$ cat src/design/pactl_pkg.sv
package pactl_pkg;
  // ==========================================================================
  // Clock and timebase
  localparam int CLK_PERIOD_NS  = 20;
  localparam int TICK_PERIOD_NS = 1000000;
  localparam int TICK_CYCLES    = TICK_PERIOD_NS / CLK_PERIOD_NS;

  // ==========================================================================
  // Timers, counted in 1 ms ticks
  localparam int               TMR_W   = 15;
  localparam logic [TMR_W-1:0] TMR_ONE = 15'h0001;
  localparam int TM_T1   = 0;
  localparam int TM_T2   = 1;
  localparam int TM_T3   = 2;
  localparam int TM_T4   = 3;
  localparam int TM_ACT  = 4;
  localparam int TM_LOSS = 5;
  localparam int TM_FAR  = 6;
  localparam int TM_NUM  = 7;
  localparam int LD_NUM  = 5;
  // Order: activation, settle, reply, remote start, hold
  localparam logic [LD_NUM-1:0][TMR_W-1:0] LD_MIN =
    {15'h6978, 15'h0001, 15'h0001, 15'h076C, 15'h1388};
  localparam logic [LD_NUM-1:0][TMR_W-1:0] LD_MAX =
    {15'h7918, 15'h0FA0, 15'h0F9F, 15'h0833, 15'h2710};
  localparam logic [LD_NUM-1:0][TMR_W-1:0] LD_RST =
    {15'h7148, 15'h0FA0, 15'h07D0, 15'h07D0, 15'h1D4C};
  // Just over 2 s and 1 s
  localparam logic [TMR_W-1:0] LOSS_MS = 15'h07D1;
  localparam logic [TMR_W-1:0] FAR_MS  = 15'h03E9;

  // ==========================================================================
  // Register map
  localparam logic [7:0] REG_CTRL   = 8'h00;
  localparam logic [7:0] REG_STATUS = 8'h04;
  localparam logic [7:0] REG_LD0    = 8'h08;
  localparam logic [7:0] REG_LAST   = 8'h18;
  localparam int         CTRL_QUIET  = 0;
  localparam int         CTRL_ACTIVATION_REQUEST = 1;
  localparam int         CTRL_REMOTE = 2;
  localparam int         CTRL_REPEAT = 3;

  // ==========================================================================
  // Line side
  localparam logic [7:0] MARGIN_MIN   = 8'hF6;
  localparam logic [2:0] FAR_ZERO_RUN = 3'h6;
  localparam logic [1:0] SK_PAYLOAD   = 2'h0;
  localparam logic [1:0] SK_OVH       = 2'h1;
  localparam logic [1:0] SK_SYNC      = 2'h2;
  localparam logic [1:0] SK_STUFF     = 2'h3;
  localparam int          SCR_W      = 23;
  localparam int          SCR_TAP_A  = 4;
  localparam int          SCR_TAP_B  = 22;
  localparam logic [22:0] SCR_SEED   = 23'h000001;

  typedef enum logic [3:0] {
    ST_INACTIVE    = 4'h0,
    ST_WAIT_T2     = 4'h1,
    ST_SEND_S0     = 4'h2,
    ST_HOLD        = 4'h3,
    ST_SEND_S1     = 4'h4,
    ST_REPLY       = 4'h5,
    ST_ACTIVE_RX   = 4'h6,
    ST_ACTIVE_TXRX = 4'h7,
    ST_PENDING     = 4'h8,
    ST_DEACT       = 4'h9
  } pactl_state_e;

  typedef enum logic [1:0] {
    M_SILENT = 2'h0,
    M_TWO    = 2'h1,
    M_FOUR   = 2'h2,
    M_DATA   = 2'h3
  } pactl_mode_e;
endpackage

$ cat src/design/pactl_timer.sv
`timescale 1ns/1ps
module pactl_timer
  import pactl_pkg::*;
(
  input  wire logic             clk_in,      // System clock
  input  wire logic             rst_n_in,    // Synchronised reset
  input  wire logic             tick_in,     // Timebase tick
  input  wire logic             start_in,    // Load and run
  input  wire logic             stop_in,     // Halt and clear
  input  wire logic [TMR_W-1:0] load_in,     // Ticks to expiry
  output logic                  running_out, // Counting
  output logic                  expired_out  // Reached zero
);
  typedef struct packed {
    logic [TMR_W-1:0] cnt;
    logic             run;
    logic             exp;
  } pactl_tmr_s;

  pactl_tmr_s s;
  pactl_tmr_s n;

  always_comb begin
    n = s;
    if (start_in) begin
      n.cnt = load_in;
      n.run = 1'b1;
      n.exp = 1'b0;
    end else if (stop_in) begin
      n.run = 1'b0;
      n.exp = 1'b0;
    end else if (tick_in && s.run) begin
      if (s.cnt <= TMR_ONE) begin
        n.run = 1'b0;
        n.exp = 1'b1;
      end else begin
        n.cnt = s.cnt - TMR_ONE;
      end
    end
  end

  always_ff @(posedge clk_in or negedge rst_n_in) begin
    if (!rst_n_in) begin
      s <= '0;
    end else begin
      s <= n;
    end
  end

  assign running_out = s.run;
  assign expired_out = s.exp;
endmodule

$ cat src/design/pactl_top.sv
// Chosen here: the APB interface to the registers and the placing of the registers.
`timescale 1ns/1ps
module pactl_top
  import pactl_pkg::*;
#(
  parameter int TICK_DIV = TICK_CYCLES
) (
  input  wire logic        clk_in,            // 50 MHz clock
  input  wire logic        rst_n_in,          // Async reset, active low
  input  wire logic        psel_in,           // APB select
  input  wire logic        penable_in,        // APB enable
  input  wire logic        pwrite_in,         // APB write
  input  wire logic [7:0]  paddr_in,          // APB byte address
  input  wire logic [31:0] pwdata_in,         // APB write data
  input  wire logic [3:0]  pstrb_in,          // APB byte strobes
  output logic             pready_out,        // APB ready
  output logic [31:0]      prdata_out,        // APB read data
  output logic             pslverr_out,       // APB error
  input  wire logic        signal_detect_in,  // Peer energy seen
  input  wire logic        frame_sync_in,     // Frame sync held
  input  wire logic [7:0]  margin_in,         // Noise margin, half dB
  input  wire logic        far_ovh_strobe_in, // Peer ready bit valid
  input  wire logic        far_ready_bit_in,  // Peer ready bit, 0 ready
  input  wire logic [1:0]  rx_quat_in,        // Received data
  input  wire logic        sym_strobe_in,     // Transmit symbol slot
  input  wire logic [1:0]  sym_kind_in,       // Slot kind
  input  wire logic        frame_start_in,    // New frame
  input  wire logic [1:0]  sync_quat_in,      // Sync or stuff quat
  input  wire logic [1:0]  ovh_quat_in,       // Overhead bits
  input  wire logic        ovh_own_in,        // Overhead is ours
  input  wire logic [1:0]  payload_quat_in,   // Payload bits
  output logic             tx_enable_out,     // Line driver on
  output logic [1:0]       tx_quat_out,       // Sign, inner level
  output logic [1:0]       core_data_out,     // Data to core
  output logic             ovh_ready_bit_out, // Our ready bit, 0 ready
  output logic             rx_ready_out,      // Receiver ready
  output logic             sync_word_missing_out,  // No frame sync
  output logic             sync_loss_timeout_out,  // Sync lost too long
  output logic             line_signal_absent_out, // No peer signal
  output logic             far_signal_absent_out   // No peer signal 1 s
);
  localparam logic [15:0] TICK_LAST = 16'(TICK_DIV - 1);

  typedef struct packed {
    logic [15:0]                   tick_cnt;
    logic                          tick;
    pactl_state_e                  st;
    logic                          quiet;
    logic                          act_req;
    logic                          remote;
    logic                          repeater;
    logic [LD_NUM-1:0][TMR_W-1:0]  ld;
    logic                          pready;
    logic                          pslverr;
    logic [31:0]                   prdata;
    logic                          sync_word_missing;
    logic                          sync_loss_timeout;
    logic                          line_signal_absent;
    logic                          lost;
    logic                          rx_ready;
    logic                          tact_exp;
    logic                          far_ok;
    logic [2:0]                    zero_run;
    logic [SCR_W-1:0]              scr;
    logic                          stuff_sign;
    logic                          tx_en;
    logic [1:0]                    quat;
    logic [1:0]                    core_data;
    logic                          ovh_ready_bit;
  } pactl_top_s;

  // ==========================================================================
  // Helpers
  function automatic pactl_mode_e mode_of(input pactl_state_e st);
    unique case (st)
      ST_SEND_S0, ST_HOLD, ST_REPLY: return M_TWO;
      ST_SEND_S1, ST_ACTIVE_RX:      return M_FOUR;
      ST_ACTIVE_TXRX, ST_PENDING:    return M_DATA;
      default:                       return M_SILENT;
    endcase
  endfunction

  function automatic logic rx_active(input pactl_state_e st);
    return (st == ST_ACTIVE_RX) || (st == ST_ACTIVE_TXRX) ||
           (st == ST_PENDING);
  endfunction

  // Returns scrambled bit above the new state
  function automatic logic [SCR_W:0] scr_step(input logic [SCR_W-1:0] sr,
                                              input logic d);
    logic b;
    b = d ^ sr[SCR_TAP_A] ^ sr[SCR_TAP_B];
    return {b, sr[SCR_W-2:0], b};
  endfunction

  function automatic logic [TMR_W-1:0] clamp_ld(input logic [TMR_W-1:0] v,
                                                input logic [TMR_W-1:0] lo,
                                                input logic [TMR_W-1:0] hi);
    if (v < lo) begin
      return lo;
    end
    if (v > hi) begin
      return hi;
    end
    return v;
  endfunction

  // Valid bit above word index
  function automatic logic [3:0] reg_decode(input logic [7:0] a);
    logic ok;
    ok = (a[1:0] == 2'h0) && (a <= REG_LAST);
    return {ok, a[4:2]};
  endfunction

  // ==========================================================================
  // Reset release
  logic [1:0] rst_pipe;
  logic       rst_n;

  always_ff @(posedge clk_in or negedge rst_n_in) begin
    if (!rst_n_in) begin
      rst_pipe <= 2'h0;
    end else begin
      rst_pipe <= {rst_pipe[0], 1'b1};
    end
  end
  assign rst_n = rst_pipe[1];

  // ==========================================================================
  // Timers
  pactl_top_s                   s;
  pactl_top_s                   n;
  logic [TM_NUM-1:0]            start_v;
  logic [TM_NUM-1:0]            stop_v;
  logic [TM_NUM-1:0]            tmr_exp;
  logic [TM_NUM-1:0][TMR_W-1:0] tmr_load;

  assign tmr_load = {FAR_MS, LOSS_MS, s.ld};

  for (genvar g = 0; g < TM_NUM; g++) begin : g_tmr
    pactl_timer u_tmr (
      .clk_in      (clk_in),
      .rst_n_in    (rst_n),
      .tick_in     (s.tick),
      .start_in    (start_v[g]),
      .stop_in     (stop_v[g]),
      .load_in     (tmr_load[g]),
      .running_out (),
      .expired_out (tmr_exp[g])
    );
  end

  // ==========================================================================
  // Next state
  logic [3:0]       dec;
  logic [2:0]       li;
  logic [TMR_W-1:0] wv;
  logic [31:0]      stat;
  logic [31:0]      rd;
  logic [1:0]       d;
  logic [SCR_W:0]   r1;
  logic [SCR_W:0]   r2;
  pactl_mode_e      mode;

  always_comb begin
    n = s;
    start_v = '0;
    stop_v = '0;
    dec = reg_decode(paddr_in);
    li = dec[2:0] - 3'h2;
    wv = '0;
    d = 2'h3;
    r1 = '0;
    r2 = '0;
    mode = mode_of(s.st);
    n.pready = 1'b0;
    n.pslverr = 1'b0;
    n.tick = 1'b0;
    if (s.tick_cnt == TICK_LAST) begin
      n.tick_cnt = '0;
      n.tick = 1'b1;
    end else begin
      n.tick_cnt = s.tick_cnt + 16'h0001;
    end
    // Register bus: answer one cycle into the access phase
    stat = {18'h0, tmr_exp[TM_T4], s.far_ok, s.tact_exp, s.rx_ready,
            s.lost, s.line_signal_absent, s.sync_loss_timeout, s.sync_word_missing, mode, s.st};
    unique case (dec[2:0])
      3'h0:    rd = {28'h0, s.repeater, s.remote, s.act_req, s.quiet};
      3'h1:    rd = stat;
      3'h7:    rd = '0;
      default: rd = {17'h0, s.ld[li]};
    endcase
    if (psel_in && penable_in && !s.pready) begin
      n.pready = 1'b1;
      n.pslverr = !dec[3];
      n.prdata = (dec[3] && !pwrite_in) ? rd : 32'h0;
    end
    if (psel_in && penable_in && s.pready && pwrite_in && dec[3]) begin
      if (paddr_in == REG_CTRL && pstrb_in[0]) begin
        n.quiet = pwdata_in[CTRL_QUIET];
        n.act_req = pwdata_in[CTRL_ACTIVATION_REQUEST];
        n.remote = pwdata_in[CTRL_REMOTE];
        n.repeater = pwdata_in[CTRL_REPEAT];
      end else if (paddr_in >= REG_LD0) begin
        wv = s.ld[li];
        if (pstrb_in[0]) begin
          wv[7:0] = pwdata_in[7:0];
        end
        if (pstrb_in[1]) begin
          wv[14:8] = pwdata_in[14:8];
        end
        n.ld[li] = clamp_ld(wv, LD_MIN[li], LD_MAX[li]);
      end
    end
    // Status from the line
    n.sync_word_missing = !frame_sync_in;
    n.line_signal_absent = !signal_detect_in;
    start_v[TM_FAR] = signal_detect_in;
    n.lost = tmr_exp[TM_FAR] && !signal_detect_in;
    n.rx_ready = frame_sync_in &&
                 (($signed(margin_in) > $signed(MARGIN_MIN)) ||
                  s.tact_exp);
    n.ovh_ready_bit = !s.rx_ready;
    if (tmr_exp[TM_ACT]) begin
      n.tact_exp = 1'b1;
    end
    if (far_ovh_strobe_in) begin
      if (far_ready_bit_in) begin
        n.zero_run = 3'h0;
      end else if (s.zero_run != FAR_ZERO_RUN) begin
        n.zero_run = s.zero_run + 3'h1;
      end
    end
    n.far_ok = (s.zero_run == FAR_ZERO_RUN);
    // Activation sequence
    unique case (s.st)
      ST_INACTIVE: begin
        if (!s.quiet && !s.remote && s.act_req) begin
          n.st = ST_SEND_S0;
          start_v[TM_ACT] = 1'b1;
          n.tact_exp = 1'b0;
          n.sync_loss_timeout = 1'b0;
        end else if (!s.quiet && s.remote && signal_detect_in) begin
          n.st = ST_WAIT_T2;
          start_v[TM_T2] = 1'b1;
          n.sync_loss_timeout = 1'b0;
        end
      end
      ST_WAIT_T2: begin
        if (tmr_exp[TM_T2]) begin
          n.st = ST_SEND_S0;
          start_v[TM_ACT] = 1'b1;
          start_v[TM_T4] = 1'b1;
          n.tact_exp = 1'b0;
        end
      end
      ST_SEND_S0: begin
        if (tmr_exp[TM_ACT]) begin
          n.st = ST_DEACT;
        end else if (!s.remote && signal_detect_in) begin
          n.st = ST_HOLD;
          start_v[TM_T1] = 1'b1;
          start_v[TM_ACT] = 1'b1;
        end else if (s.remote && frame_sync_in) begin
          n.st = ST_REPLY;
          start_v[TM_T3] = 1'b1;
        end
      end
      ST_HOLD: begin
        if (tmr_exp[TM_T1]) begin
          n.st = ST_SEND_S1;
        end
      end
      ST_SEND_S1: begin
        if (frame_sync_in) begin
          n.st = ST_ACTIVE_RX;
        end else if (tmr_exp[TM_ACT]) begin
          n.st = ST_DEACT;
        end
      end
      ST_REPLY: begin
        if (tmr_exp[TM_T3]) begin
          n.st = ST_ACTIVE_RX;
        end
      end
      ST_ACTIVE_RX: begin
        if (s.far_ok || s.tact_exp) begin
          n.st = ST_ACTIVE_TXRX;
        end
      end
      ST_ACTIVE_TXRX: begin
        if (s.sync_word_missing) begin
          n.st = ST_PENDING;
          start_v[TM_LOSS] = 1'b1;
        end
      end
      ST_PENDING: begin
        if (!s.sync_word_missing) begin
          n.st = ST_ACTIVE_TXRX;
          stop_v[TM_LOSS] = 1'b1;
        end else if (tmr_exp[TM_LOSS]) begin
          n.sync_loss_timeout = 1'b1;
          n.st = ST_DEACT;
        end
      end
      ST_DEACT: begin
        if (s.remote ? s.line_signal_absent : s.lost) begin
          n.st = ST_INACTIVE;
        end
      end
      default: n.st = ST_INACTIVE;
    endcase
    if (s.quiet && s.st != ST_INACTIVE && s.st != ST_DEACT) begin
      n.st = ST_DEACT;
      start_v[TM_FAR-1:0] = '0;
      stop_v[TM_FAR-1:0] = '1;
    end
    // Transmit symbol
    n.tx_en = (mode != M_SILENT);
    if (frame_start_in && mode == M_TWO) begin
      n.stuff_sign = !s.stuff_sign;
    end
    if (sym_strobe_in && mode != M_SILENT) begin
      if (sym_kind_in == SK_SYNC || sym_kind_in == SK_STUFF) begin
        if (mode == M_TWO) begin
          n.quat = {(sym_kind_in == SK_SYNC) ? sync_quat_in[1]
                                              : s.stuff_sign, 1'b0};
        end else begin
          n.quat = sync_quat_in;
        end
      end else begin
        if (mode == M_DATA) begin
          d = (sym_kind_in == SK_OVH) ? ovh_quat_in : payload_quat_in;
        end else if (mode == M_FOUR && sym_kind_in == SK_OVH) begin
          d = (s.repeater && !ovh_own_in) ? 2'h3 : ovh_quat_in;
        end
        r1 = scr_step(s.scr, d[1]);
        r2 = scr_step(r1[SCR_W-1:0], d[0]);
        n.scr = r2[SCR_W-1:0];
        n.quat = (mode == M_TWO) ? {r1[SCR_W], 1'b0}
                                 : {r1[SCR_W], r2[SCR_W]};
      end
    end
    n.core_data = rx_active(s.st) ? rx_quat_in : 2'h3;
  end

  always_ff @(posedge clk_in or negedge rst_n) begin
    if (!rst_n) begin
      s <= '0;
      s.st <= ST_INACTIVE;
      s.act_req <= 1'b1;
      s.ld <= LD_RST;
      s.sync_word_missing <= 1'b1;
      s.line_signal_absent <= 1'b1;
      s.scr <= SCR_SEED;
      s.quat <= 2'h0;
      s.core_data <= 2'h3;
      s.ovh_ready_bit <= 1'b1;
    end else begin
      s <= n;
    end
  end

  assign pready_out = s.pready;
  assign prdata_out = s.prdata;
  assign pslverr_out = s.pslverr;
  assign tx_enable_out = s.tx_en;
  assign tx_quat_out = s.quat;
  assign core_data_out = s.core_data;
  assign ovh_ready_bit_out = s.ovh_ready_bit;
  assign rx_ready_out = s.rx_ready;
  assign sync_word_missing_out = s.sync_word_missing;
  assign sync_loss_timeout_out = s.sync_loss_timeout;
  assign line_signal_absent_out = s.line_signal_absent;
  assign far_signal_absent_out = s.lost;

  // ==========================================================================
  // Checks
  a_quiet_deact: assert property (@(posedge clk_in) disable iff (!rst_n)
    s.quiet && s.st != ST_INACTIVE && s.st != ST_DEACT |=>
    s.st == ST_DEACT ##1 !s.tx_en)
    else $error("deactivate did not silence the unit");
  a_quiet_idle: assert property (@(posedge clk_in) disable iff (!rst_n)
    s.quiet && s.st == ST_INACTIVE |=> s.st == ST_INACTIVE && !s.tx_en)
    else $error("deactivate changed the inactive unit");
  a_activation_request_gate: assert property (@(posedge clk_in) disable iff (!rst_n)
    s.st == ST_INACTIVE && !s.remote && !s.act_req |=> s.st != ST_SEND_S0)
    else $error("central unit started without request");
  a_sync_word_missing_track: assert property (@(posedge clk_in) disable iff (!rst_n)
    frame_sync_in [*2] |=> !s.sync_word_missing && !s.rx_ready ==
    ($signed($past(margin_in)) <= $signed(MARGIN_MIN) &&
     !$past(s.tact_exp)))
    else $error("sync flag or ready wrong under sync");
  a_ready_sync: assert property (@(posedge clk_in) disable iff (!rst_n)
    s.rx_ready |-> $past(frame_sync_in) && !s.sync_word_missing)
    else $error("ready without frame sync");
  a_silent_line: assert property (@(posedge clk_in) disable iff (!rst_n)
    mode_of(s.st) == M_SILENT |=> !s.tx_en)
    else $error("line driven in silent condition");
  a_two_levels: assert property (@(posedge clk_in) disable iff (!rst_n)
    sym_strobe_in && mode_of(s.st) == M_TWO |=> !s.quat[0])
    else $error("inner level in two-level training");
  a_stuff_swap: assert property (@(posedge clk_in) disable iff (!rst_n)
    frame_start_in && mode_of(s.st) == M_TWO |=> $changed(s.stuff_sign))
    else $error("stuff polarity not changed");
  a_core_ones: assert property (@(posedge clk_in) disable iff (!rst_n)
    !rx_active(s.st) |=> s.core_data == 2'h3)
    else $error("core data not forced to ones");
  a_sync_loss_timeout_cause: assert property (@(posedge clk_in) disable iff (!rst_n)
    $rose(s.sync_loss_timeout) |-> $past(s.st) == ST_PENDING && s.st == ST_DEACT)
    else $error("timeout flag outside pending state");
endmodule

$ cat config.mk
export PLATFORM = sky130hd
export DESIGN_NAME = pactl_top
export DESIGN_NICKNAME = d
export VERILOG_FILES = /design/src/design/pactl_pkg.sv /design/src/design/pactl_timer.sv /design/src/design/pactl_top.sv
export SDC_FILE = /design/constraint.sdc
export NUM_CORES = 1
export LEC_CHECK = 0
export BUFFER_PORTS_ARGS = -buffer_cell sky130_fd_sc_hd__buf_2
export CAP_MARGIN = 10
export CORE_MARGIN = 2
export CORE_UTILIZATION = 35
export DETAILED_ROUTE_END_ITERATION = 10
export GPL_ROUTABILITY_DRIVEN = 0
export PLACE_DENSITY_LB_ADDON = 0.1
export SLEW_MARGIN = 0
export SYNTH_ARGS = -nofsm -noshare
export SYNTH_HDL_FRONTEND = slang
export SYNTH_SLANG_ARGS = --single-unit
$ cat constraint.sdc
create_clock -name clk_in -period 11.5 [get_ports clk_in]
set_input_delay 2.3 -clock clk_in [delete_from_list [all_inputs] [get_ports clk_in]]
set_output_delay 2.3 -clock clk_in [all_outputs]
set_load 0.05 [all_outputs]
-- Yosys cells after proc, flatten, opt, wreduce, memory -nomap -nowiden
Memory sizes are Yosys's and may differ from the RTL's.
Cells that the tools add are included.
- bits in registers: 295
- bits in read-only memories: 240
- input bits: 74
- output and inout port bits: 45
- word-level logic and storage cells: 363
- memories kept: 2
- add/subtract/negate cells: 10
- $lt $le $gt $ge: 14
- equality and inequality tests: 47
- multiplexer cells: 137
- bitwise operators: 6
- reductions and logical operators: 96
- memories (name ; words ; bits a word ; rd ports ; clocked after memory_dff ; write ports ; line ; source):
    (name not given) ; 8 ; 15 ; 1 ; 0 ; 0 ; pactl_top.sv:213 ; n.ld[li] = clamp_ld(wv, LD_MIN[li], LD_MAX[li]);
    (name not given) ; 8 ; 15 ; 1 ; 0 ; 0 ; pactl_top.sv:213 ;
- operators by type and width (cell ; number):
    15-bit 2-to-1 mux ; 24
    17-bit 2-to-1 mux ; 14
    15-bit by 1-bit <= comparator with 1-bit output (second input constant) ; 7
    15-bit by 1-bit subtractor with 15-bit output (second input constant) ; 7
    75-bit bitwise mux ; 1
    4-bit 2-to-1 mux ; 16
    2-bit 2-to-1 mux ; 23
    15-bit binary-select mux with 3-bit select ; 1
    15-bit demux with 3-bit select ; 1
    15-bit one-hot mux with 3 select lines ; 1
    4-bit one-hot mux with 10 select lines ; 1
    1-bit 2-to-1 mux ; 36
    3-bit nonzero test ; 12
    34-bit 2-to-1 mux ; 1
    32-bit 2-to-1 mux ; 1
    8-bit 2-to-1 mux ; 4
    1-bit logical AND ; 30
    7-bit 2-to-1 mux ; 4
    2-bit by 1-bit != test with 1-bit output (second input constant) ; 13
    2-bit AND reduction ; 11
    2-bit nonzero test ; 11
    3-bit AND reduction ; 7
    16-bit by 1-bit adder with 16-bit output (second input constant) ; 1
    16-bit equality test (second input constant) ; 1
    other kinds (42) ; 82

-- Depth between registers and ports, before layout
Gate-level depths: netlist of the first run.
- word-level depth: 22
- mapped depth: 21
- depth with buffers taken out: 15

-- Hierarchy
From an unflattened synthesis of the first run, not the netlist that was laid out.
- cell total of the unflattened synthesis: 1794
- area, all modules: 16403.2 sq um
- by module, submodules not included (module ; times used ; cells each ; area an instance (sq um) ; seq. area each (sq um)):
    pactl_top ; 1 ; 975 ; 9212.6 ; 4026.4
    pactl_timer ; 7 ; 117 ; 1027.2 ; 425.4

-- Worst setup path after synthesis of the first run
Ideal clock, no wire load.
- path kind: input to register
- start point: in paddr_in[3]
- end point: reg s[144] (netlist name)
- library setup time: 145 ps
- arrival: 6647 ps
- required time: 11355 ps
- path slack: 4708 ps
- cell stages on the path: 20
- buffers on the path: 7
- path through: clkbuf_1 -> inv_1 -> ha_1 -> buf_2 -> buf_2 -> buf_1 -> clkbuf_1 -> clkbuf_1 -> o22ai_1 -> a21oi_1 -> a21oi_1 -> ha_1 -> nand2_1 -> nor3b_1 -> o2bb2ai_1 -> a31o_2 -> buf_2 -> nand2_1 -> a221oi_1 -> o31ai_1
- longest elaborated chain between the ends: 19
- elaborated cells between the ends (all ways): 47
- classes of those cells: add/sub (1); order compare (6); mux (31); bitwise (1); reduce/logical (6); memory (2)
- ends and longest elaborated chain (element ; line ; source):
    from (decl) ; pactl_top.sv:13 ; input wire logic [7:0] paddr_in,
    3-bit by 2-bit subtractor with 3-bit output ; pactl_top.sv:170 ; li = dec[2:0] - 3'h2;
    15-bit binary-select mux with 3-bit select ; pactl_top.sv:206 ; wv = s.ld[li];
    15-bit 2-to-1 mux (not written as such) ; pactl_top.sv:206 ;
    8-bit 2-to-1 mux or 7-bit 2-to-1 mux (tied branches) ; pactl_top.sv:207, pactl_top.sv:210 ;
    8-bit 2-to-1 mux or 7-bit 2-to-1 mux (tied branches) ; pactl_top.sv:205 ; end else if (paddr_in >= REG_LD0) begin
    8-bit 2-to-1 mux or 7-bit 2-to-1 mux (tied branches) ; pactl_top.sv:200 ; if (paddr_in == REG_CTRL && pstrb_in[0]) begin
    8-bit 2-to-1 mux or 7-bit 2-to-1 mux (tied branches) ; pactl_top.sv:199 ; if (psel_in && penable_in && s.pready && pwrite_in && dec[3]) begin
    15-bit greater-than comparator ; pactl_top.sv:102 ; if (v > hi) begin
    [... 3 more ...] ; - ;
    1-bit 2-to-1 mux ; pactl_top.sv:200 ;
    1-bit 2-to-1 mux ; pactl_top.sv:199 ;
    15-bit 2-to-1 mux ; pactl_top.sv:105 ; return v;
    15-bit 2-to-1 mux ; pactl_top.sv:102 ;
    15-bit 2-to-1 mux ; pactl_top.sv:205 ;
    15-bit 2-to-1 mux ; pactl_top.sv:200 ;
    15-bit 2-to-1 mux ; pactl_top.sv:199 ;
    75-bit bitwise mux ; pactl_top.sv:213 ;
    to (signal assigned) ; pactl_top.sv:361 ; s <= n;
    to (decl) ; pactl_top.sv:131 ; pactl_top_s s;
Parallel ways exist; a longest one is shown, timed or not. The select of a mux whose other input is x is not followed.
A chain may end at the register's enable or synchronous reset.

-- Worst setup path after layout of the first run
- start point: in paddr_in[3]
- end point: reg s[145] (netlist name)
Same word-level chain as after synthesis.

==> reports/metrics.yaml, run 1 <==
status: "finished, final reports clean"
grt_max_degree: 68
grt_pass1_wl_um: 74720
drc_errors: 0
crit_type: "in -> reg"
stdcell_area_um2: 17680
antenna_found_initial: 0
layout_commonest_cell: "dfrtp_1"
cts_tree: "done"
grt-ovfl-total: 0
pre_cts_ws_ps: 3117
nFillCells: 4457
met3_usage: 0.02960
synth_seq_cells: 278
fp.dieH_um: 215.5
hold_class: "reg -> async"
seq_area_um2: 7008
async_reset_ff_frac: 1.000
setup_violations: 0
power.density_nw_per_um2: 177.7
final_cell_mix: "dfrtp_1, nand2_1, nor2_1"
relSlewSlack: 0.2287
io_buffers: 82
cp_max_fo: 31
numCtsBuffers: 36
cts.reportedPaths.clkPinSlew_ps: 60
clock_path_buffers: 3
required_ps: 11880
antenna_cells: 0
placed_area_um2: 16420
start_kind: "input port"
dp_hpwl_um: 34310
busiest_layer: "met2"
worst_slack_ps: 3538
leakagePower_nw: 7.678
cp-end-kind: "flop"
yosys_warnings: 0
start_util: 0.3541
holdWs_ps: 268.8
synthFlopType: "dfrtp_1"
max_freq_mhz: 125.6
synth_edf_count: 0
placementRows: 77
drv_slew: 0
clk_latency_ps: 550
vias: 12880
clock_sinks: 278
dpl.cell_count: 2314
rsz0062_at_grt: "false"
power_mw: 3.142
synthCells: 1726
drive_gt1_frac: 0.1426
htreeDepth: 2
grt_util_met1: 0.2940
finalCoreUtilization: 0.3998
tns_ps: 0
track_usage: 0.2067
drt.antenna.violating_nets: 0
drtIter0Drc: 1065
die_w_um: 215.5
firstDrtPassIters: 5
cap_violations: 0
avgViaCountPerCell: 5.410
final_min_period_over_clock_period: 0.6923
die_area_um2: 46450
core_area_um2: 44220
cts-root-buf: "clkbuf_16"
seq_area_frac_synth: 0.4473
fin_crit_ps: 7962
postCtsSetupBuffers: 0
skew_ps: 19.26
wl_per_cell_um: 20.02
gr-usage-met2: 0.3210
tightest_slew_ps: 1147
synth_cell_types: 77
post_cts_resized: 0
ir_worst_vdd_v: 0.00007607
nNetsFinal: 1884
synth.cell_area_um2: 15660
syn_avg_cell_area_um2: 9.073
area_delta_synth_final_pct: 12.90
multiInputGateArea_um2: 7925
r2r_cells: 13
final-hold-violation-count: 0
grt_pass1_vias: 12630
finish.cell_count_without_fillers: 2380
wirelength_um: 47660
cp_data_arrival_time_ps: 8340
cts_hold_buf: 0
ios: 119
critical path, cell delays in order:
cell and delay, ps:
buf_2 450, inv_1 230, ha_1 770, buf_4 470, mux2i_1 270, o22ai_1 110, a21oi_1 410, a21oi_1 270
ha_1 380, a21oi_1 140, o21ai_0 110, nor2_1 100, o221ai_1 140, a31oi_1 710, o22ai_1 370, o221ai_1 870
o21ai_0 200
cell usage after synthesis, drive strengths merged (5+ instances only):
cell | count | area [um^2]
a22o | 5 | 43.79
or3 | 22 | 137.6
or4 | 16 | 120.1
nand2b | 14 | 87.58
nor2 | 171 | 644.4
dfrtp | 240 | 6006
or2 | 11 | 71.32
a31oi | 18 | 112.6
nor2b | 19 | 118.9
nand2 | 209 | 784.5
and2 | 13 | 81.33
a21o | 17 | 127.6
mux2 | 31 | 349.1
nor3 | 62 | 310.3
nor3b | 9 | 67.56
and3 | 15 | 93.84
ha | 50 | 625.6
dfstp | 38 | 998.5
a221oi | 5 | 43.79
mux2i | 39 | 390.4
clkbuf | 72 | 270.3
nand4b | 6 | 52.55
xnor2 | 36 | 315.3
inv | 52 | 195.2
a211oi | 10 | 75.07
nand4 | 14 | 87.58
nor4 | 20 | 125.1
a221o | 28 | 280.3
buf | 48 | 326.6
a21boi | 5 | 41.29
o21ai | 144 | 720.7
xor2 | 25 | 219.0
o31ai | 39 | 306.5
a21oi | 96 | 480.5
o22ai | 16 | 100.1
nand3b | 9 | 67.56
o211ai | 10 | 75.07
o221ai | 5 | 43.79
nand3 | 30 | 150.1
worst paths after layout:
path,start,endpoint,slack (ps)
min in group clk_in,rst_pipe[0],rst_pipe[1],360
worst min-delay path,rst_pipe[1],g_tmr[6].u_tmr.s[9],270
worst max register to register,s[88],s[145],6590
worst min register to register,rst_pipe[1],g_tmr[6].u_tmr.s[9],270
max in group asynchronous,rst_pipe[1],g_tmr[3].u_tmr.s[6],9320
worst max-delay path,paddr_in[3],s[145],3540
flip-flops by register name, summed over array words and instances, names as in the netlist:
signal                   cells
tx_quat_out                  2
core_data_out                2
sync_word_missing_out        1
ovh_ready_bit_out            1
s                          129
pready_out                   1
rx_ready_out                 1
pslverr_out                  1
rst_pipe                     2
g_tmr.u_tmr.running_out      7
far_signal_absent_out        1
g_tmr.u_tmr.s              105
prdata_out                  15
line_signal_absent_out       1
tx_enable_out                1
g_tmr.u_tmr.expired_out      7
sync_loss_timeout_out        1
power by group:
group | total (mW) | switching (mW) | internal [mW] | leakage (nW)
Combinational | 0.728 | 0.473 | 0.255 | 3.54
Clock | 1.21 | 0.459 | 0.752 | 0.624
Sequential | 1.20 | 0.116 | 1.09 | 3.52
Total | 3.14 | 1.05 | 2.09 | 7.68
layer usage:
layer	part of all wire	up-vias	wire (um)
met5	0	-	0
met4	0.030	0	1419
met3	0.040	82	1916
met2	0.45	275	21540
met1	0.48	6294	22780
li1	-	6224	-
area by class of cell:
class | instances | area share
clock inverters | 14 | 0.01189
repair buffers | 100 | 0.03085
inverters | 53 | 0.01125
clock buffers | 52 | 0.05951
multi-input cells | 1291 | 0.4482
flip-flops and latches | 278 | 0.3964
well taps | 592 | 0.04189
kinds of logic after synthesis:
logic type | share of synthesized area
AOI/OAI and AO/OA | 0.1850
xor gates and xnor gates | 0.03412
adders and majority gates | 0.04059
buffers and inverters | 0.05082
DFF | 0.4473
muxes | 0.04722
other | 0.0004796
and+or+nand+nor | 0.1946
Note: power is estimated with default switching activity, not from simulation.
==> run 2: changes to the inputs <==
==> constraint.sdc (replaced) <==
create_clock -name clk_in -period 8.2 [get_ports clk_in]
set_input_delay 1.64 -clock clk_in [delete_from_list [all_inputs] [get_ports clk_in]]
set_output_delay 1.64 -clock clk_in [all_outputs]
set_load 0.05 [all_outputs]
==> run 2 against run 1 <==
  * Non-clock buffer count increased by 9
  * Sequential cell count stayed put
  * Register-to-register slack got worse by 2900 ps
  * Clock skew shrank 7.0 ps
  * Die area is the same
  * Worst setup slack worse by 1400 ps
  * Final area is 0.38% lower
  * Global-route usage decreased by 0.26 points
  * Sequential share of layout area up 0.15 points
  * Critical endpoint is now s[144]
  * Largest power group is now sequential cells
==> reports/metrics.yaml, run 2 (synthesized netlist as in run 1, its figures left out) <==
relSlewSlack: 0.2109  # -0.01775
rsz0062_at_grt: "false"
fin_crit_ps: 6034
pre_cts_ws_ps: 1710  # -1406 ps
area_delta_synth_final_pct: 12.47
setup_violations: 0  # unchanged
clock_path_buffers: 3  # unchanged
grt_pass1_wl_um: 73970  # -1.0%
ir_worst_vdd_v: 0.0001148  # +51%
die_area_um2: 46450  # unchanged
drive_gt1_frac: 0.1433  # +0.0006378
final_cell_mix: "dfrtp_1, nand2_1, nor2_1"
reg2reg_to: "s[144]"
drtIter0Drc: 903  # -15%
nNetsFinal: 1892  # +0.42%
vias: 12990  # +0.87%
max_freq_mhz: 165.7
cp-end-kind: "flop"
grt-ovfl-total: 0  # unchanged
core_area_um2: 44220  # unchanged
die_w_um: 215.5  # unchanged
layout_commonest_cell: "dfrtp_1"
start_util: 0.3541  # unchanged
clk_latency_ps: 530  # -20 ps
cp_max_fo: 20  # -35%
post_cts_resized: 0  # unchanged
cts_tree: "done"
cts_hold_buf: 0  # unchanged
largest_reg_flops: 129  # unchanged
worst_slack_ps: 2166  # -1373 ps
r2r-start: "s[116]"
cts.reportedPaths.clkPinSlew_ps: 50  # about the same
final-hold-violation-count: 0  # unchanged
drc_errors: 0  # unchanged
leakagePower_nw: 7.652  # -0.33%
fp.dieH_um: 215.5  # unchanged
placementRows: 77  # unchanged
grt_max_degree: 168  # +150%
nFillCells: 4498  # +0.92%
antenna_cells: 0  # unchanged
tns_ps: 0  # unchanged
skew_ps: 12.30  # -6.966 ps
antenna_found_initial: 0  # unchanged
status: "finished, final reports clean"
cap_violations: 0  # unchanged
tightest_slew_ps: 1184  # +36.43 ps
io_buffers: 82  # unchanged
hold_class: "reg -> async"
wirelength_um: 47580  # -0.17%
drt.antenna.violating_nets: 0  # unchanged
numCtsBuffers: 35  # -2.8%
avgViaCountPerCell: 5.443  # +0.62%
crit_type: "in -> reg"
grt_pass1_vias: 12510  # -0.97%
rrSetupSlack_ps: 3670  # -2920 ps
firstDrtPassIters: 5  # unchanged
htreeDepth: 2  # unchanged
postCtsSetupBuffers: 0  # unchanged
final_min_period_over_clock_period: 0.7359
cp_data_arrival_time_ps: 6400  # -1940 ps
drv_slew: 0  # unchanged
power.density_nw_per_um2: 238.9  # +34%
wl_per_cell_um: 19.94  # -0.42%
cts-root-buf: "clkbuf_16"
start_kind: "input port"
clock_sinks: 278  # unchanged
track_usage: 0.2041  # -0.002601
largest-register: "s"
r2r_cells: 11  # -2
required_ps: 8570  # -3310 ps
ios: 119  # unchanged
dp_hpwl_um: 34600  # +0.83%
## run 2: cell types whose count changed in the layout (fill, tap and decap cells not counted)
cell,change
buf_12,+1
bufinv_16,-5
clkbuf_1,+4
clkinv_2,+1
inv_6,-4
buf_4,+7
buf_6,+1
clkbuf_8,+1
## run 2: routing by layer
layer  GRT usage  wire, um  up-vias
li1            -         -     6231
met1      0.2863     22090     6358
met2      0.3117     21210      325
met3     0.03904      2496       73
met4     0.07701      1782        0
met5           0         0        -
## run 2: final cells by class
cell class	instances	area [um^2]	area share
Clock inverter	6	30.03	0.001705
Tap cell	592	740.7	0.04205
Inverter	53	198.9	0.01130
Sequential cell	278	7008	0.3979
Timing Repair Buffer	109	629.4	0.03573
Clock buffer	57	1081	0.06138
Multi-Input combinational cell	1291	7925	0.4500
## run 2: how the worst max path moves through the flow
stage	startpoint	endpoint	depth (start not counted)
after floorplan	paddr_in[3]	s[144]	20
after global placement	paddr_in[2]	s[144]	15
after detailed placement	paddr_in[2]	s[144]	15
after CTS	paddr_in[2]	s[144]	15
after global routing	paddr_in[2]	s[144]	15
final	paddr_in[3]	s[144]	17
## run 2: where the power goes
part	internal, mW	switching, mW	leakage, nW
sequential	1.52	0.164	3.52
combinational	0.369	0.656	3.58
clock	0.899	0.596	0.551
total	2.79	1.42	7.65
## run 2: worst max-delay path: stages
cell and delay (ps):
buf_2 80, inv_1 100, ha_1 560, buf_4 370
mux2i_1 370, o22ai_1 170, a21oi_1 280, mux2i_1 280
ha_1 270, a21o_1 150, a21o_1 170, a21oi_1 160
nor2_1 80, a221oi_1 610, nand2_1 320, a21oi_1 650
o31ai_1 140
## run 2: metrics by stage
step           power, mW  instances  hold WS (ps)    util  cell area, um^2
6_report           4.208       2386         359.0  0.3983            17610
3_3_place_gp       2.718       2322         340.1  0.3729            16490
2_1_floorplan      2.446       1742         331.1       -            15720
5_1_grt            4.466       2386         374.0  0.3983            17610
4_1_cts            4.265       2385         361.6  0.3980            17600
3_5_place_dp       2.736       2322         349.2  0.3729            16490
==> run 3: changes to the inputs <==
--- a/config.mk
+++ b/config.mk
@@ -5,6 +5,7 @@
 export SDC_FILE = /design/constraint.sdc
 export NUM_CORES = 1
 export LEC_CHECK = 0
+export ABC_AREA = 1
 export BUFFER_PORTS_ARGS = -buffer_cell sky130_fd_sc_hd__buf_2
 export CAP_MARGIN = 10
 export CORE_MARGIN = 2
==> constraint.sdc (replaced) <==
create_clock -name clk_in -period 5.1 [get_ports clk_in]
set_input_delay 1.02 -clock clk_in [delete_from_list [all_inputs] [get_ports clk_in]]
set_output_delay 1.02 -clock clk_in [all_outputs]
set_load 0.05 [all_outputs]
==> run 3 against run 2 <==
  * Register-to-register slack got worse by 2200 ps
  * First-iteration DRC count rose by 24%
  * Routed wire length is 5.4% higher
  * Non-clock buffer count shrank 1
  * Clock power grew 85%
==> reports/metrics.yaml, run 3 <==
synth_cell_types: 64  # -17%
clock_sinks: 278  # unchanged
async_reset_ff_frac: 1.000  # unchanged
drive_gt1_frac: 0.1230  # -0.02027
r2r_cells: 17  # +6
worst_slack_ps: 965.9  # -1200 ps
multiInputGateArea_um2: 8180  # +3.2%
layout_commonest_cell: "nand2_1"
leakagePower_nw: 9.181  # +20%
largest-register: "s"
post_cts_resized: 0  # unchanged
power.density_nw_per_um2: 363.4  # +52%
io_buffers: 82  # unchanged
crit_type: "in -> reg"
cts_hold_buf: 0  # unchanged
wl_per_cell_um: 17.25  # -14%
firstDrtPassIters: 5  # unchanged
ios: 119  # unchanged
synthAdderAreaFrac: 0.03751  # -0.003079
hold_class: "in -> async"
placed_area_um2: 17510  # +6.2%
r2r-start: "s[82]"
drv_slew: 0  # unchanged
avgViaCountPerCell: 4.998  # -8.2%
synth_top_family_by_area: "simple AND/OR/NAND/NOR gates"
wirelength_um: 50150  # +5.4%
die_area_um2: 49420  # +6.4%
ir_worst_vdd_v: 0.0002116  # +84%
fin_crit_ps: 4134
pre_cts_ws_ps: 426.8  # -1284 ps
skew_ps: 14.25  # +1.950 ps
synthFlopType: "dfrtp_1"
cts_tree: "done"
grt_pass1_vias: 14070  # +12%
seq_area_um2: 7008  # unchanged
status: "finished, final reports clean"
setup_violations: 0  # unchanged
drc_errors: 0  # unchanged
final-hold-violation-count: 0  # unchanged
grt_pass1_wl_um: 79980  # +8.1%
synthXorXnorAreaFrac: 0.03308  # -0.001033
cts-root-buf: "clkbuf_16"
largest_reg_flops: 129  # unchanged
reg2reg_to: "s[116]"
area_delta_synth_final_pct: 12.66
clk_latency_ps: 550  # +20 ps
final_min_period_over_clock_period: 0.8106
antenna_found_initial: 0  # unchanged
synth_commonest_cells: "nand2_1, dfrtp_1, inv_1"
placementRows: 79  # +2.6%
yosys_warnings: 0  # unchanged
finalCoreUtilization: 0.4019  # +0.003608
syn_avg_cell_area_um2: 7.547  # -17%
synth_compound_area_frac: 0.1166  # -0.06838
required_ps: 5530  # -3040 ps
relSlewSlack: 0.2990  # +0.08806
cp_max_fo: 21  # +5.0%
cts.reportedPaths.clkPinSlew_ps: 60  # about the same
postCtsSetupBuffers: 0  # unchanged
drt.antenna.violating_nets: 0  # unchanged
final_cell_mix: "nand2_1, dfrtp_1, inv_1"
seq_area_frac_synth: 0.4200  # -0.02731
grt_max_degree: 175  # +4.2%
rrSetupSlack_ps: 1480  # -2190 ps
die_w_um: 222.3  # +3.1%
synth.cell_area_um2: 16680  # +6.5%
tightest_slew_ps: 1052  # -132.1 ps
grt-ovfl-total: 0  # unchanged
yosys.area.top_type_share: 0.3601  # -0.02342
start_kind: "input port"
yosys.area.top_type: "dfrtp_1"
dp_hpwl_um: 36460  # +5.4%
clock_path_buffers: 3  # unchanged
rsz0062_at_grt: "false"
nFillCells: 4821  # +7.2%
yosys.area_share.simple: 0.2992  # +0.1047
antenna_cells: 0  # unchanged
track_usage: 0.2046  # +0.0005515
synth.most_common_cell: "nand2_1"
synth_edf_count: 0  # unchanged
synth_seq_cells: 278  # unchanged
synthCells: 2210  # +28%
tns_ps: 0  # unchanged
start_util: 0.3567  # +0.002602
nNetsFinal: 2398  # +27%
ys_top_cells_by_area: "dfrtp_1, nand2_1, dfstp_2"
cp_data_arrival_time_ps: 4560  # -1840 ps
cp-end-kind: "flop"
drtIter0Drc: 1118  # +24%
stdcell_area_um2: 18790  # +6.7%
cap_violations: 0  # unchanged
fp.dieH_um: 222.3  # +3.1%
muxShareOfSynthArea: 0  # -0.04722
dpl.cell_count: 2843  # +22%
vias: 14530  # +12%
finish.cell_count_without_fillers: 2908  # +22%
htreeDepth: 2  # unchanged
numCtsBuffers: 36  # +2.9%
max_freq_mhz: 241.9
core_area_um2: 46750  # +5.7%
-- run 3: cell count changes in the layout (fill, tap and decap cells not counted), sizes merged, moves of 22 or more --
cell / before / now
nand2: 209 / 669
inv: 52 / 250
nand3: 30 / 156
mux2: 31 / 0
or3: 22 / 0
o31ai: 39 / 11
nor2: 171 / 225
mux2i: 39 / 0
a221o: 28 / 1
-- run 3: power breakdown --
group / internal [mW] / switching (mW)
Clock: 1.73 / 1.04
Combinational: 0.417 / 1.03
Sequential: 2.43 / 0.175
-- run 3: critical path, cell delays in order --
cell and delay, ps:
buf_2 240, buf_4 260, nor3_4 210, inv_2 110
o21ai_0 500, nand2_1 100, nand2_1 150, ha_1 260
a21oi_1 140, nor2_1 50, a211oi_1 370, nor2_4 100
nor2_8 190, nand2_4 220, nand2_1 140, nand2_1 270
nand2_1 140, nand2_1 50
-- run 3: logic make-up (layout without fill, tap and decap cells) --
| group | Yosys count | in the layout |
|---|---|---|
| XOR/XNOR | 63 | 63 |
| flip-flops | 278 | 278 |
| other | 2 | 18 |
| AND/OR/NAND/NOR | 1143 | 1143 |
| buffers and inverters | 349 | 424 |
| AO/OA/AOI/OAI | 325 | 325 |
| adder cells (fa/ha/maj) | 50 | 50 |
-- run 3: through the flow --
stage / total power, mW / hold WS (ps)
2_1_floorplan: 3.673 / 331.1
3_3_place_gp: 4.075 / 335.3
3_5_place_dp: 4.092 / 334.7
4_1_cts: 6.924 / 230.6
5_1_grt: 7.195 / 241.3
6_report: 6.828 / 256.7
-- run 3: final cells by class --
cell class | count | area share
multi-input cells | 1599 | 0.4353
clock inverters | 21 | 0.01591
well taps | 607 | 0.04042
clock buffers | 44 | 0.05227
repair buffers | 108 | 0.03289
flip-flops and latches | 278 | 0.3730
inverters | 251 | 0.05021
-- run 3: metal layers --
| metal | vias to the layer above | track usage | routed length, um |
|---|---|---|---|
| li1 | 7269 | - | - |
| met1 | 6890 | 0.2865 | 23860 |
| met2 | 298 | 0.3206 | 22520 |
| met3 | 76 | 0.03121 | 2169 |
| met4 | 0 | 0.07280 | 1599 |
| met5 | - | 0 | 0 |
-- run 3: worst max path at each step --
stage	from	end	slack (ps)
final	paddr_in[2]	s[116]	970
after global routing	paddr_in[2]	s[116]	670
after CTS	paddr_in[2]	s[116]	980
after detailed placement	paddr_in[2]	s[116]	430
after global placement	paddr_in[2]	s[102]	440
after floorplan	paddr_in[3]	s[105]	480
